**src/pkg/fbod_defs.svh**
```systemverilog
// Constants of the communication object dictionary bank.
// Assumes a single 250 MHz clock and indexed access from a service-data engine.
`ifndef FBOD_DEFS_SVH
`define FBOD_DEFS_SVH

`define FBOD_IDX_ERROR_FLAGS 16'h1001
`define FBOD_IDX_ERROR_HISTORY 16'h1003
`define FBOD_IDX_PROCESS_COUNT 16'h1004
`define FBOD_IDX_SYNC_ID 16'h1005
`define FBOD_IDX_NODE_NUMBER 16'h100B
`define FBOD_IDX_GUARD_TIME 16'h100C
`define FBOD_IDX_LIFE_FACTOR 16'h100D
`define FBOD_IDX_GUARD_ID 16'h100E
`define FBOD_IDX_SERVICE_COUNT 16'h100F
`define FBOD_IDX_SAVE 16'h1010
`define FBOD_IDX_LOAD 16'h1011
`define FBOD_IDX_EMCY_ID 16'h1014
`define FBOD_IDX_IDENTITY 16'h1018

`define FBOD_HIST_DEPTH 8
`define FBOD_ID_W 11
`define FBOD_ALARM_BIT 0
`define FBOD_SYNC_CONSUMER_BIT 31
`define FBOD_SYNC_PRODUCER_BIT 30

`define FBOD_SYNC_ID_RST 11'h080
`define FBOD_GUARD_ID_BASE 11'h700
`define FBOD_EMCY_ID_BASE 11'h080
`define FBOD_GUARD_TIME_RST 16'h0000
`define FBOD_LIFE_FACTOR_RST 8'h00
`define FBOD_PROC_TOTAL 32'h0000_0002
`define FBOD_PROC_SYNC 32'h0000_0001
`define FBOD_PROC_ASYNC 32'h0000_0001
`define FBOD_SERVICE_COUNT 32'h0000_0001
`define FBOD_SAVE_CODE 32'h6576_6173
`define FBOD_LOAD_CODE 32'h6461_6F6C
`define FBOD_SAVE_CAPS 32'h0000_0001
`define FBOD_LOAD_CAPS 32'h0000_0001
`define FBOD_ARRAY_TOP_SUB 32'h0000_0001
`define FBOD_PROC_TOP_SUB 32'h0000_0002
`define FBOD_IDENT_ENTRIES 32'h0000_0004

`endif

```
**src/pkg/fbod_pkg.sv**
```systemverilog
// Types of the communication object dictionary bank.
// Assumes fbod_defs.svh is on the include path.
`include "fbod_defs.svh"
`default_nettype none
package fbod_pkg;
  typedef logic [`FBOD_HIST_DEPTH-1:0][31:0] fbod_hist_t;

  typedef struct packed {
    logic [4:0] sw_meta;
    logic [4:0] sw_sync;
    fbod_hist_t hist;
    logic [3:0] hist_count;
    logic [10:0] sync_id;
    logic [15:0] guard_time;
    logic [7:0] life_factor;
    logic [10:0] guard_id;
    logic guard_id_set;
    logic [10:0] emcy_id;
    logic emcy_id_set;
    logic defaults_pending;
    logic [23:0] life_time;
    logic rsp_valid;
    logic rsp_error;
    logic [31:0] rsp_data;
    logic save_pulse;
    logic load_pulse;
  } fbod_state_s;
endpackage
`default_nettype wire

```
**src/core/fbod_dictionary.sv**
```systemverilog
// Communication-parameter objects reached by index and subindex.
// Assumes requests, alarm and error events come from logic on i_clock;
// only the node switches and i_arst_n are asynchronous pins.
`include "fbod_defs.svh"
`default_nettype none
module fbod_dictionary #(
  parameter logic [31:0] VENDOR_CODE = 32'h0000_0A5A,  // Arbitrary value
  parameter logic [31:0] PRODUCT_CODE = 32'h0000_0001, // Arbitrary value
  parameter logic [31:0] REVISION_CODE = 32'h0001_0000, // Arbitrary value
  parameter logic [31:0] SERIAL_CODE = 32'h1234_5678  // Arbitrary value
) (
  input wire logic i_clock,
  input wire logic i_arst_n,
  input wire logic i_req_valid,
  input wire logic i_req_write,
  input wire logic [15:0] i_req_index,
  input wire logic [7:0] i_req_subindex,
  input wire logic [31:0] i_req_wdata,
  input wire logic i_alarm,
  input wire logic i_error_valid,
  input wire logic [31:0] i_error_code,
  input wire logic [4:0] i_node_switch,
  input wire logic i_node_reset,
  output logic o_rsp_valid,
  output logic o_rsp_error,
  output logic [31:0] o_rsp_data,
  output logic o_save_pulse,
  output logic o_load_pulse,
  output logic [5:0] o_node_number,
  output logic [10:0] o_sync_id,
  output logic [10:0] o_guard_id,
  output logic [10:0] o_emcy_id,
  output logic [15:0] o_guard_time_ms,
  output logic [7:0] o_life_factor,
  output logic [23:0] o_life_time_ms
);
  import fbod_pkg::*;

  fbod_state_s state_reg;
  fbod_state_s state_next;
  logic [5:0] node_num;
  logic [10:0] guard_id_eff;
  logic [10:0] emcy_id_eff;
  logic [31:0] rdata;
  logic found;
  logic wr_ok;
  logic hist_clear;

  // Switch value 31 would give 32; the switches are expected to stay in 0..30
  assign node_num = {1'b0, state_reg.sw_sync} + 6'h01;
  // Until software writes them, the guard and emergency identifiers follow the node number
  assign guard_id_eff = state_reg.guard_id_set ? state_reg.guard_id
                      : `FBOD_GUARD_ID_BASE + {5'h00, node_num};
  assign emcy_id_eff = state_reg.emcy_id_set ? state_reg.emcy_id
                     : `FBOD_EMCY_ID_BASE + {5'h00, node_num};

  always_comb begin
    rdata = 32'h0000_0000;
    found = 1'b1;
    wr_ok = 1'b0;
    hist_clear = 1'b0;
    state_next = state_reg;
    state_next.sw_meta = i_node_switch;
    state_next.sw_sync = state_reg.sw_meta;
    state_next.rsp_valid = i_req_valid;
    state_next.save_pulse = 1'b0;
    state_next.load_pulse = 1'b0;

    unique case (i_req_index)
      `FBOD_IDX_ERROR_FLAGS: begin
        rdata[`FBOD_ALARM_BIT] = i_alarm;
        found = (i_req_subindex == 8'h00);
      end
      `FBOD_IDX_ERROR_HISTORY: begin
        if (i_req_subindex == 8'h00) begin
          rdata = {28'h0000000, state_reg.hist_count};
          wr_ok = (i_req_wdata == 32'h0000_0000);
          hist_clear = i_req_valid && i_req_write && wr_ok;
        end else if (i_req_subindex <= 8'(`FBOD_HIST_DEPTH)) begin
          rdata = state_reg.hist[3'(i_req_subindex - 8'h01)];
        end else begin
          found = 1'b0;
        end
      end
      `FBOD_IDX_PROCESS_COUNT: begin
        unique case (i_req_subindex)
          8'h00: rdata = `FBOD_PROC_TOTAL;
          8'h01: rdata = `FBOD_PROC_SYNC;
          8'h02: rdata = `FBOD_PROC_ASYNC;
          default: found = 1'b0;
        endcase
      end
      `FBOD_IDX_SYNC_ID: begin
        rdata[10:0] = state_reg.sync_id;
        rdata[`FBOD_SYNC_PRODUCER_BIT] = 1'b0;
        rdata[`FBOD_SYNC_CONSUMER_BIT] = 1'b1;
        found = (i_req_subindex == 8'h00);
        wr_ok = 1'b1;
      end
      `FBOD_IDX_NODE_NUMBER: begin
        rdata[5:0] = node_num;
        found = (i_req_subindex == 8'h00);
      end
      `FBOD_IDX_GUARD_TIME: begin
        rdata[15:0] = state_reg.guard_time;
        found = (i_req_subindex == 8'h00);
        wr_ok = 1'b1;
      end
      `FBOD_IDX_LIFE_FACTOR: begin
        rdata[7:0] = state_reg.life_factor;
        found = (i_req_subindex == 8'h00);
        wr_ok = 1'b1;
      end
      `FBOD_IDX_GUARD_ID: begin
        rdata[10:0] = guard_id_eff;
        found = (i_req_subindex == 8'h00);
        wr_ok = 1'b1;
      end
      `FBOD_IDX_SERVICE_COUNT: begin
        rdata = `FBOD_SERVICE_COUNT;
        found = (i_req_subindex == 8'h00);
      end
      `FBOD_IDX_SAVE: begin
        unique case (i_req_subindex)
          8'h00: rdata = `FBOD_ARRAY_TOP_SUB;
          8'h01: begin
            rdata = `FBOD_SAVE_CAPS;
            wr_ok = (i_req_wdata == `FBOD_SAVE_CODE);
          end
          default: found = 1'b0;
        endcase
      end
      `FBOD_IDX_LOAD: begin
        unique case (i_req_subindex)
          8'h00: rdata = `FBOD_ARRAY_TOP_SUB;
          8'h01: begin
            rdata = `FBOD_LOAD_CAPS;
            wr_ok = (i_req_wdata == `FBOD_LOAD_CODE);
          end
          default: found = 1'b0;
        endcase
      end
      `FBOD_IDX_EMCY_ID: begin
        rdata[10:0] = emcy_id_eff;
        found = (i_req_subindex == 8'h00);
        wr_ok = 1'b1;
      end
      `FBOD_IDX_IDENTITY: begin
        unique case (i_req_subindex)
          8'h00: rdata = `FBOD_IDENT_ENTRIES;
          8'h01: rdata = VENDOR_CODE;
          8'h02: rdata = PRODUCT_CODE;
          8'h03: rdata = REVISION_CODE;
          8'h04: rdata = SERIAL_CODE;
          default: found = 1'b0;
        endcase
      end
      default: found = 1'b0;
    endcase

    if (i_req_valid) begin
      state_next.rsp_data = i_req_write ? 32'h0000_0000 : rdata;
      state_next.rsp_error = !found || (i_req_write && !wr_ok);
    end

    if (i_req_valid && i_req_write && found && wr_ok) begin
      unique case (i_req_index)
        `FBOD_IDX_SYNC_ID: state_next.sync_id = i_req_wdata[10:0];
        `FBOD_IDX_GUARD_TIME: state_next.guard_time = i_req_wdata[15:0];
        `FBOD_IDX_LIFE_FACTOR: state_next.life_factor = i_req_wdata[7:0];
        `FBOD_IDX_GUARD_ID: begin
          state_next.guard_id = i_req_wdata[10:0];
          state_next.guard_id_set = 1'b1;
        end
        `FBOD_IDX_EMCY_ID: begin
          state_next.emcy_id = i_req_wdata[10:0];
          state_next.emcy_id_set = 1'b1;
        end
        `FBOD_IDX_SAVE: state_next.save_pulse = 1'b1;
        `FBOD_IDX_LOAD: begin
          state_next.load_pulse = 1'b1;
          state_next.defaults_pending = 1'b1;
        end
        default: state_next.defaults_pending = state_reg.defaults_pending;
      endcase
    end

    // Clear first so an error landing in the same cycle survives it
    if (hist_clear) begin
      state_next.hist = '0;
      state_next.hist_count = 4'h0;
    end
    if (i_error_valid) begin
      for (int k = `FBOD_HIST_DEPTH - 1; k > 0; k--) begin
        state_next.hist[k] = hist_clear ? 32'h0000_0000 : state_reg.hist[k-1];
      end
      state_next.hist[0] = i_error_code;
      if (hist_clear) begin
        state_next.hist_count = 4'h1;
      end else if (state_reg.hist_count < 4'(`FBOD_HIST_DEPTH)) begin
        state_next.hist_count = state_reg.hist_count + 4'h1;
      end else begin
        state_next.hist_count = 4'(`FBOD_HIST_DEPTH);
      end
    end

    // Defaults from a load wait for the node reset, as the master expects
    if (i_node_reset && state_reg.defaults_pending) begin
      state_next.sync_id = `FBOD_SYNC_ID_RST;
      state_next.guard_time = `FBOD_GUARD_TIME_RST;
      state_next.life_factor = `FBOD_LIFE_FACTOR_RST;
      state_next.guard_id_set = 1'b0;
      state_next.emcy_id_set = 1'b0;
      // A load taken in the same cycle stays pending for the next node reset
      state_next.defaults_pending = state_next.load_pulse;
    end

    // Widen both operands first so the product keeps all 24 bits
    state_next.life_time = 24'(state_reg.life_factor) * 24'(state_reg.guard_time);
  end

  always_ff @(posedge i_clock or negedge i_arst_n) begin
    if (!i_arst_n) begin
      state_reg <= '0;
      state_reg.sync_id <= `FBOD_SYNC_ID_RST;
      state_reg.guard_time <= `FBOD_GUARD_TIME_RST;
      state_reg.life_factor <= `FBOD_LIFE_FACTOR_RST;
    end else begin
      state_reg <= state_next;
    end
  end

  // Only the sync identifier and emergency identifier here are meant for the save image
  assign o_rsp_valid = state_reg.rsp_valid;
  assign o_rsp_error = state_reg.rsp_error;
  assign o_rsp_data = state_reg.rsp_data;
  assign o_save_pulse = state_reg.save_pulse;
  assign o_load_pulse = state_reg.load_pulse;
  assign o_node_number = node_num;
  assign o_sync_id = state_reg.sync_id;
  assign o_guard_id = guard_id_eff;
  assign o_emcy_id = emcy_id_eff;
  assign o_guard_time_ms = state_reg.guard_time;
  assign o_life_factor = state_reg.life_factor;
  assign o_life_time_ms = state_reg.life_time;
endmodule
`default_nettype wire

```
**config.mk**
```make
export PLATFORM = sky130hd
export DESIGN_NAME = fbod_dictionary
export DESIGN_NICKNAME = d
export VERILOG_FILES = /design/src/pkg/fbod_pkg.sv /design/src/core/fbod_dictionary.sv
export VERILOG_INCLUDE_DIRS = /design/src /design/src/pkg
export SDC_FILE = /design/constraint.sdc
export NUM_CORES = 1
export LEC_CHECK = 0
export BUFFER_PORTS_ARGS = -buffer_cell sky130_fd_sc_hd__buf_2
export CORE_ASPECT_RATIO = 1.1
export CORE_MARGIN = 3
export CORE_UTILIZATION = 58
export CTS_BUF_LIST = sky130_fd_sc_hd__clkbuf_2
export DETAILED_ROUTE_END_ITERATION = 7
export PLACE_DENSITY = 0.89
export RECOVER_POWER = 50
export SETUP_SLACK_MARGIN = 0.5
export SLEW_MARGIN = 15
export SYNTH_ARGS = -nofsm -noshare
export SYNTH_HDL_FRONTEND = slang
export SYNTH_SLANG_ARGS = --single-unit
```
**constraint.sdc**
```tcl
create_clock -name i_clock -period 5.75 [get_ports i_clock]
set_input_delay 0.2875 -clock i_clock [delete_from_list [all_inputs] [get_ports i_clock]]
set_output_delay 0.2875 -clock i_clock [all_outputs]
set_load 0.1 [all_outputs]
```
==> flow_metrics.py <==
metrics = {
    "floorplan": {
        "die_x_um": 197,
        "dieHeight_um": 216,
        "die-area_um2": 42400,
        "io_pins": 223,
        "start_util_pct": 59.0,
        "core.rowCount": 76,
        "core_area_um2": 39300,
    },
    "synth": {
        "yosysSeqAreaShare_pct": 42.1,
        "postSynthCellCount": 2132,
        "synth_flop_cell": "dfrtp_1",
        "yosysWarnings": 0,
        "synth_edf_count": 0,
        "syn-cell-area_um2": 23200,
        "synth-async-reset-ratio_pct": 100,
        "netlist-cell-type-count": 73,
        "syn_nets": 2367,
        "ys_ff_latch": 390,
        "syn_area_per_cell_um2": 10.9,
    },
    "pwr": {
        "powerDensity_nw_per_um2": 262,
        "clockPowerShare_pct": 28.4,
        "intPower_mw": 4.66,
        "leakage_nw": 13.3,
        "power_frac_seq_pct": 52.1,
        "ir_drop_mv": 0.145,
        "switching_share_pct": 31.9,
        "p_comb_share_pct": 19.5,
        "switchingPower_mw": 2.18,
    },
    "sta": {
        "finClkSkew_ps": 98.9,
        "rsz0062_at_grt": "true",
        "fmax_ghz": 0.202,
        "post-route-period-util_pct": 86.0,
        "slew_violations": 393,
        "tns_ps": 0,
        "setup_violations": 0,
        "slew_headroom_pct": -185,
        "hold_viol_final": 0,
        "final.min_clock_period_ps": 4940,
        "worstMarginPinSlew_ps": 4280,
    },
    "clock_tree": {
        "clock_sinks": 390,
        "clk_pin_slew_worst_paths_ps": 120,
        "clockBufferDepth": 3,
        "cts_tree": "done",
        "root_buffer": "clkbuf_2",
        "cts_buffers": 94,
        "clk_latency_ps": 1070,
        "htree_levels": 3,
    },
    "grt": {
        "grt_overflow": 0,
        "grt_pass1_vias": 18258,
        "grt_pass1_wl_um": 97600,
        "grt_max_degree": 163,
        "antenna_found_initial": 5,
        "grt_use_total_pct": 29.0,
    },
    "critical_path": {
        "worstPathRequired_ps": 6680,
        "reg2reg_depth": 15,
        "cp-end-kind": "register",
        "startpoint_type": "register",
        "crit_type": "reg -> reg",
        "crit_arrival_ps": 5880,
        "worstPathMaxFanout": 19,
    },
    "routing": {
        "drcViolationCount": 0,
        "vias": 17473,
        "avgRoutedWirePerCell_um": 20.5,
        "wl_um": 60800,
        "avgViaCountPerCell": 5.89,
        "drt-initial-drc-count": 1360,
        "firstDrtPassIters": 5,
        "ant_nets": 0,
    },
    "placement": {
        "place_inst": 2658,
        "io_buffers": 222,
        "place.gp.congestion": 0.972,
        "hpwl_um": 41400,
    },
    "cells_and_area": {
        "instances_no_fill": 2966,
        "largest_reg_flops": 290,
        "syn2layout_area_growth_pct": 12.7,
        "fin_util_pct": 66.5,
        "nets": 2615,
        "drive_gt1_share_pct": 19.7,
    },
    "flow_run": {
        "max-cap-violations": 3,
    },
    "run_status": {
        "violations": "capacitance limit, slew limit",
        "status": "complete, but fails checks",
    },
    "hold_path": {
        "worstHoldPathCells": 3,
        "hp-class": "in -> reg",
    },
}
==> per-stage QoR <==
stage | hold slack [ps] | power (mW) | setup slack, ps | area (um^2)
finish | 76.6 | 6.84 | 807 | 26100
floorplan | -8.09 | 4.44 | 1340 | 23200
global route | 26.7 | 7.24 | 494 | 26100
CTS | 5.13 | 6.86 | 656 | 26200
global placement | 334 | 4.74 | 890 | 23900
detailed placement | 336 | 4.86 | 704 | 23900
==> layout by cell type (no fill, tap or decap), types with 25 or more instances in the layout <==
| cell | synthesis | final |
|---|---|---|
| dfrtp_1 | 389 | 383 |
| mux2i_1 | 276 | 276 |
| nor2_1 | 267 | 266 |
| buf_2 | 9 | 171 |
| nand2_1 | 166 | 166 |
| clkbuf_2 | 1 | 144 |
| dlygate4sd3_1 | 0 | 132 |
| and2_1 | 118 | 117 |
| inv_1 | 104 | 104 |
| fa_1 | 84 | 84 |
| mux4_2 | 64 | 64 |
| o21ai_0 | 54 | 54 |
| ha_1 | 51 | 50 |
| clkbuf_1 | 105 | 48 |
| mux2_2 | 47 | 47 |
| a21oi_1 | 41 | 41 |
| nand3_1 | 25 | 25 |
==> layout make-up <==
type,instances,area [um^2]
fill,2885,13100
multi-input combinational,1421,11900
sequential,390,9770
timing repair buffer,369,2530
clock buffer,142,711
tap,507,634
inverter,104,390
clock inverter,29,208
antenna,4,10.0
==> worst max-delay path, cell delays in order, from the launching register on <==
cell	delay [ps]
dfrtp_1	720
and2_1	230
fa_1	430
fa_1	460
fa_1	490
inv_1	50
fa_1	480
inv_1	40
ha_1	340
a21oi_1	210
o21ai_0	160
nor4_1	240
a21o_1	260
o21ai_0	180
a2111oi_0	460
nor3b_1	90
==> layer usage <==
layer | up-vias | share of wire [%] | global-route usage [%]
met5 | - | 0.025 | 0
met2 | 735 | 48 | 47.0
met4 | 4 | 5.5 | 16.1
li1 | 7779 | - | -
met1 | 8759 | 39 | 36.7
met3 | 196 | 6.8 | 5.92
==> synth_stat cells (3+ instances only) <==
master / instances / area, um^2
a2111oi_0: 3 / 26.3
a211oi_1: 7 / 52.6
a21o_1: 11 / 82.6
a21oi_1: 41 / 205
a221oi_1: 11 / 96.3
a222oi_1: 7 / 70.1
a22o_1: 4 / 35.0
a22oi_1: 8 / 60.1
a31oi_1: 5 / 31.3
a32o_1: 3 / 30.0
a41oi_1: 3 / 26.3
and2_1: 118 / 738
and3_1: 7 / 43.8
buf_1: 6 / 22.5
buf_2: 9 / 45.0
buf_4: 93 / 698
clkbuf_1: 105 / 394
dfrtp_1: 389 / 9730
fa_1: 84 / 1680
ha_1: 51 / 638
inv_1: 104 / 390
mux2_2: 47 / 529
mux2i_1: 276 / 2760
mux4_2: 64 / 1440
nand2_1: 166 / 623
nand2b_1: 17 / 106
nand3_1: 25 / 125
nand3b_1: 3 / 22.5
nand4_1: 9 / 56.3
nor2_1: 267 / 1000
nor2b_1: 7 / 43.8
nor3_1: 16 / 80.1
nor3b_1: 4 / 30.0
nor4_1: 8 / 50.1
nor4b_1: 3 / 26.3
o211ai_1: 3 / 22.5
o21a_1: 3 / 22.5
o21ai_0: 54 / 270
o21ai_1: 3 / 15.0
o2bb2ai_1: 23 / 201
o31ai_1: 3 / 22.5
or2_2: 3 / 18.8
xnor2_1: 17 / 149
xor2_1: 6 / 52.6
==> cells by family (layout without fill, tap and decap cells) <==
kind of cell / count (synthesis) / in the layout / share of synthesized area [%]
compound gates: 207 / 207 / 6.11
other cells: 0 / 4 / 0
buf+inv: 321 / 644 / 6.95
mux: 387 / 387 / 20.4
xor+xnor: 23 / 23 / 0.869
flops: 390 / 390 / 42.1
simple gates: 669 / 669 / 13.5
fa+ha+maj: 135 / 135 / 10.0
==> final timing paths <==
check	from	end	slack [ps]
max in group asynchronous	i_arst_n	o_life_factor[2]$_DFFE_PN0P_	1170
min in group asynchronous	i_arst_n	state_reg[333]$_DFFE_PN0P_	1440
max	o_life_factor[7]$_DFFE_PN0P_	o_life_time_ms[23]$_DFF_PN0_	810
max reg2reg	o_life_factor[7]$_DFFE_PN0P_	o_life_time_ms[23]$_DFF_PN0_	810
min	i_req_wdata[6]	state_reg[80]$_DFFE_PN0P_	80
min reg2reg	state_next[383]$_DFF_PN0_	state_reg[383]$_DFF_PN0_	360
==> repair_timing <==
item,in CTS,in global routing
hold buffers,133,0
setup buffers,0,0
setup endpoints to repair,0,5
hold endpoints to repair,440,0
gates resized for setup,0,6
==> power by group through the flow <==
| stage | sequential (mW) | combinational [mW] | clock, mW |
|---|---|---|---|
| 6_report | 3.56 | 1.34 | 1.94 |
| 5_1_grt | 3.62 | 1.48 | 2.14 |
| 4_1_cts | 3.55 | 1.34 | 1.98 |
| 3_5_place_dp | 3.60 | 1.26 | 0 |
| 3_3_place_gp | 3.54 | 1.20 | 0 |
| 2_1_floorplan | 3.48 | 0.953 | 0 |
No activity file was read; power rests on OpenSTA's default activity.
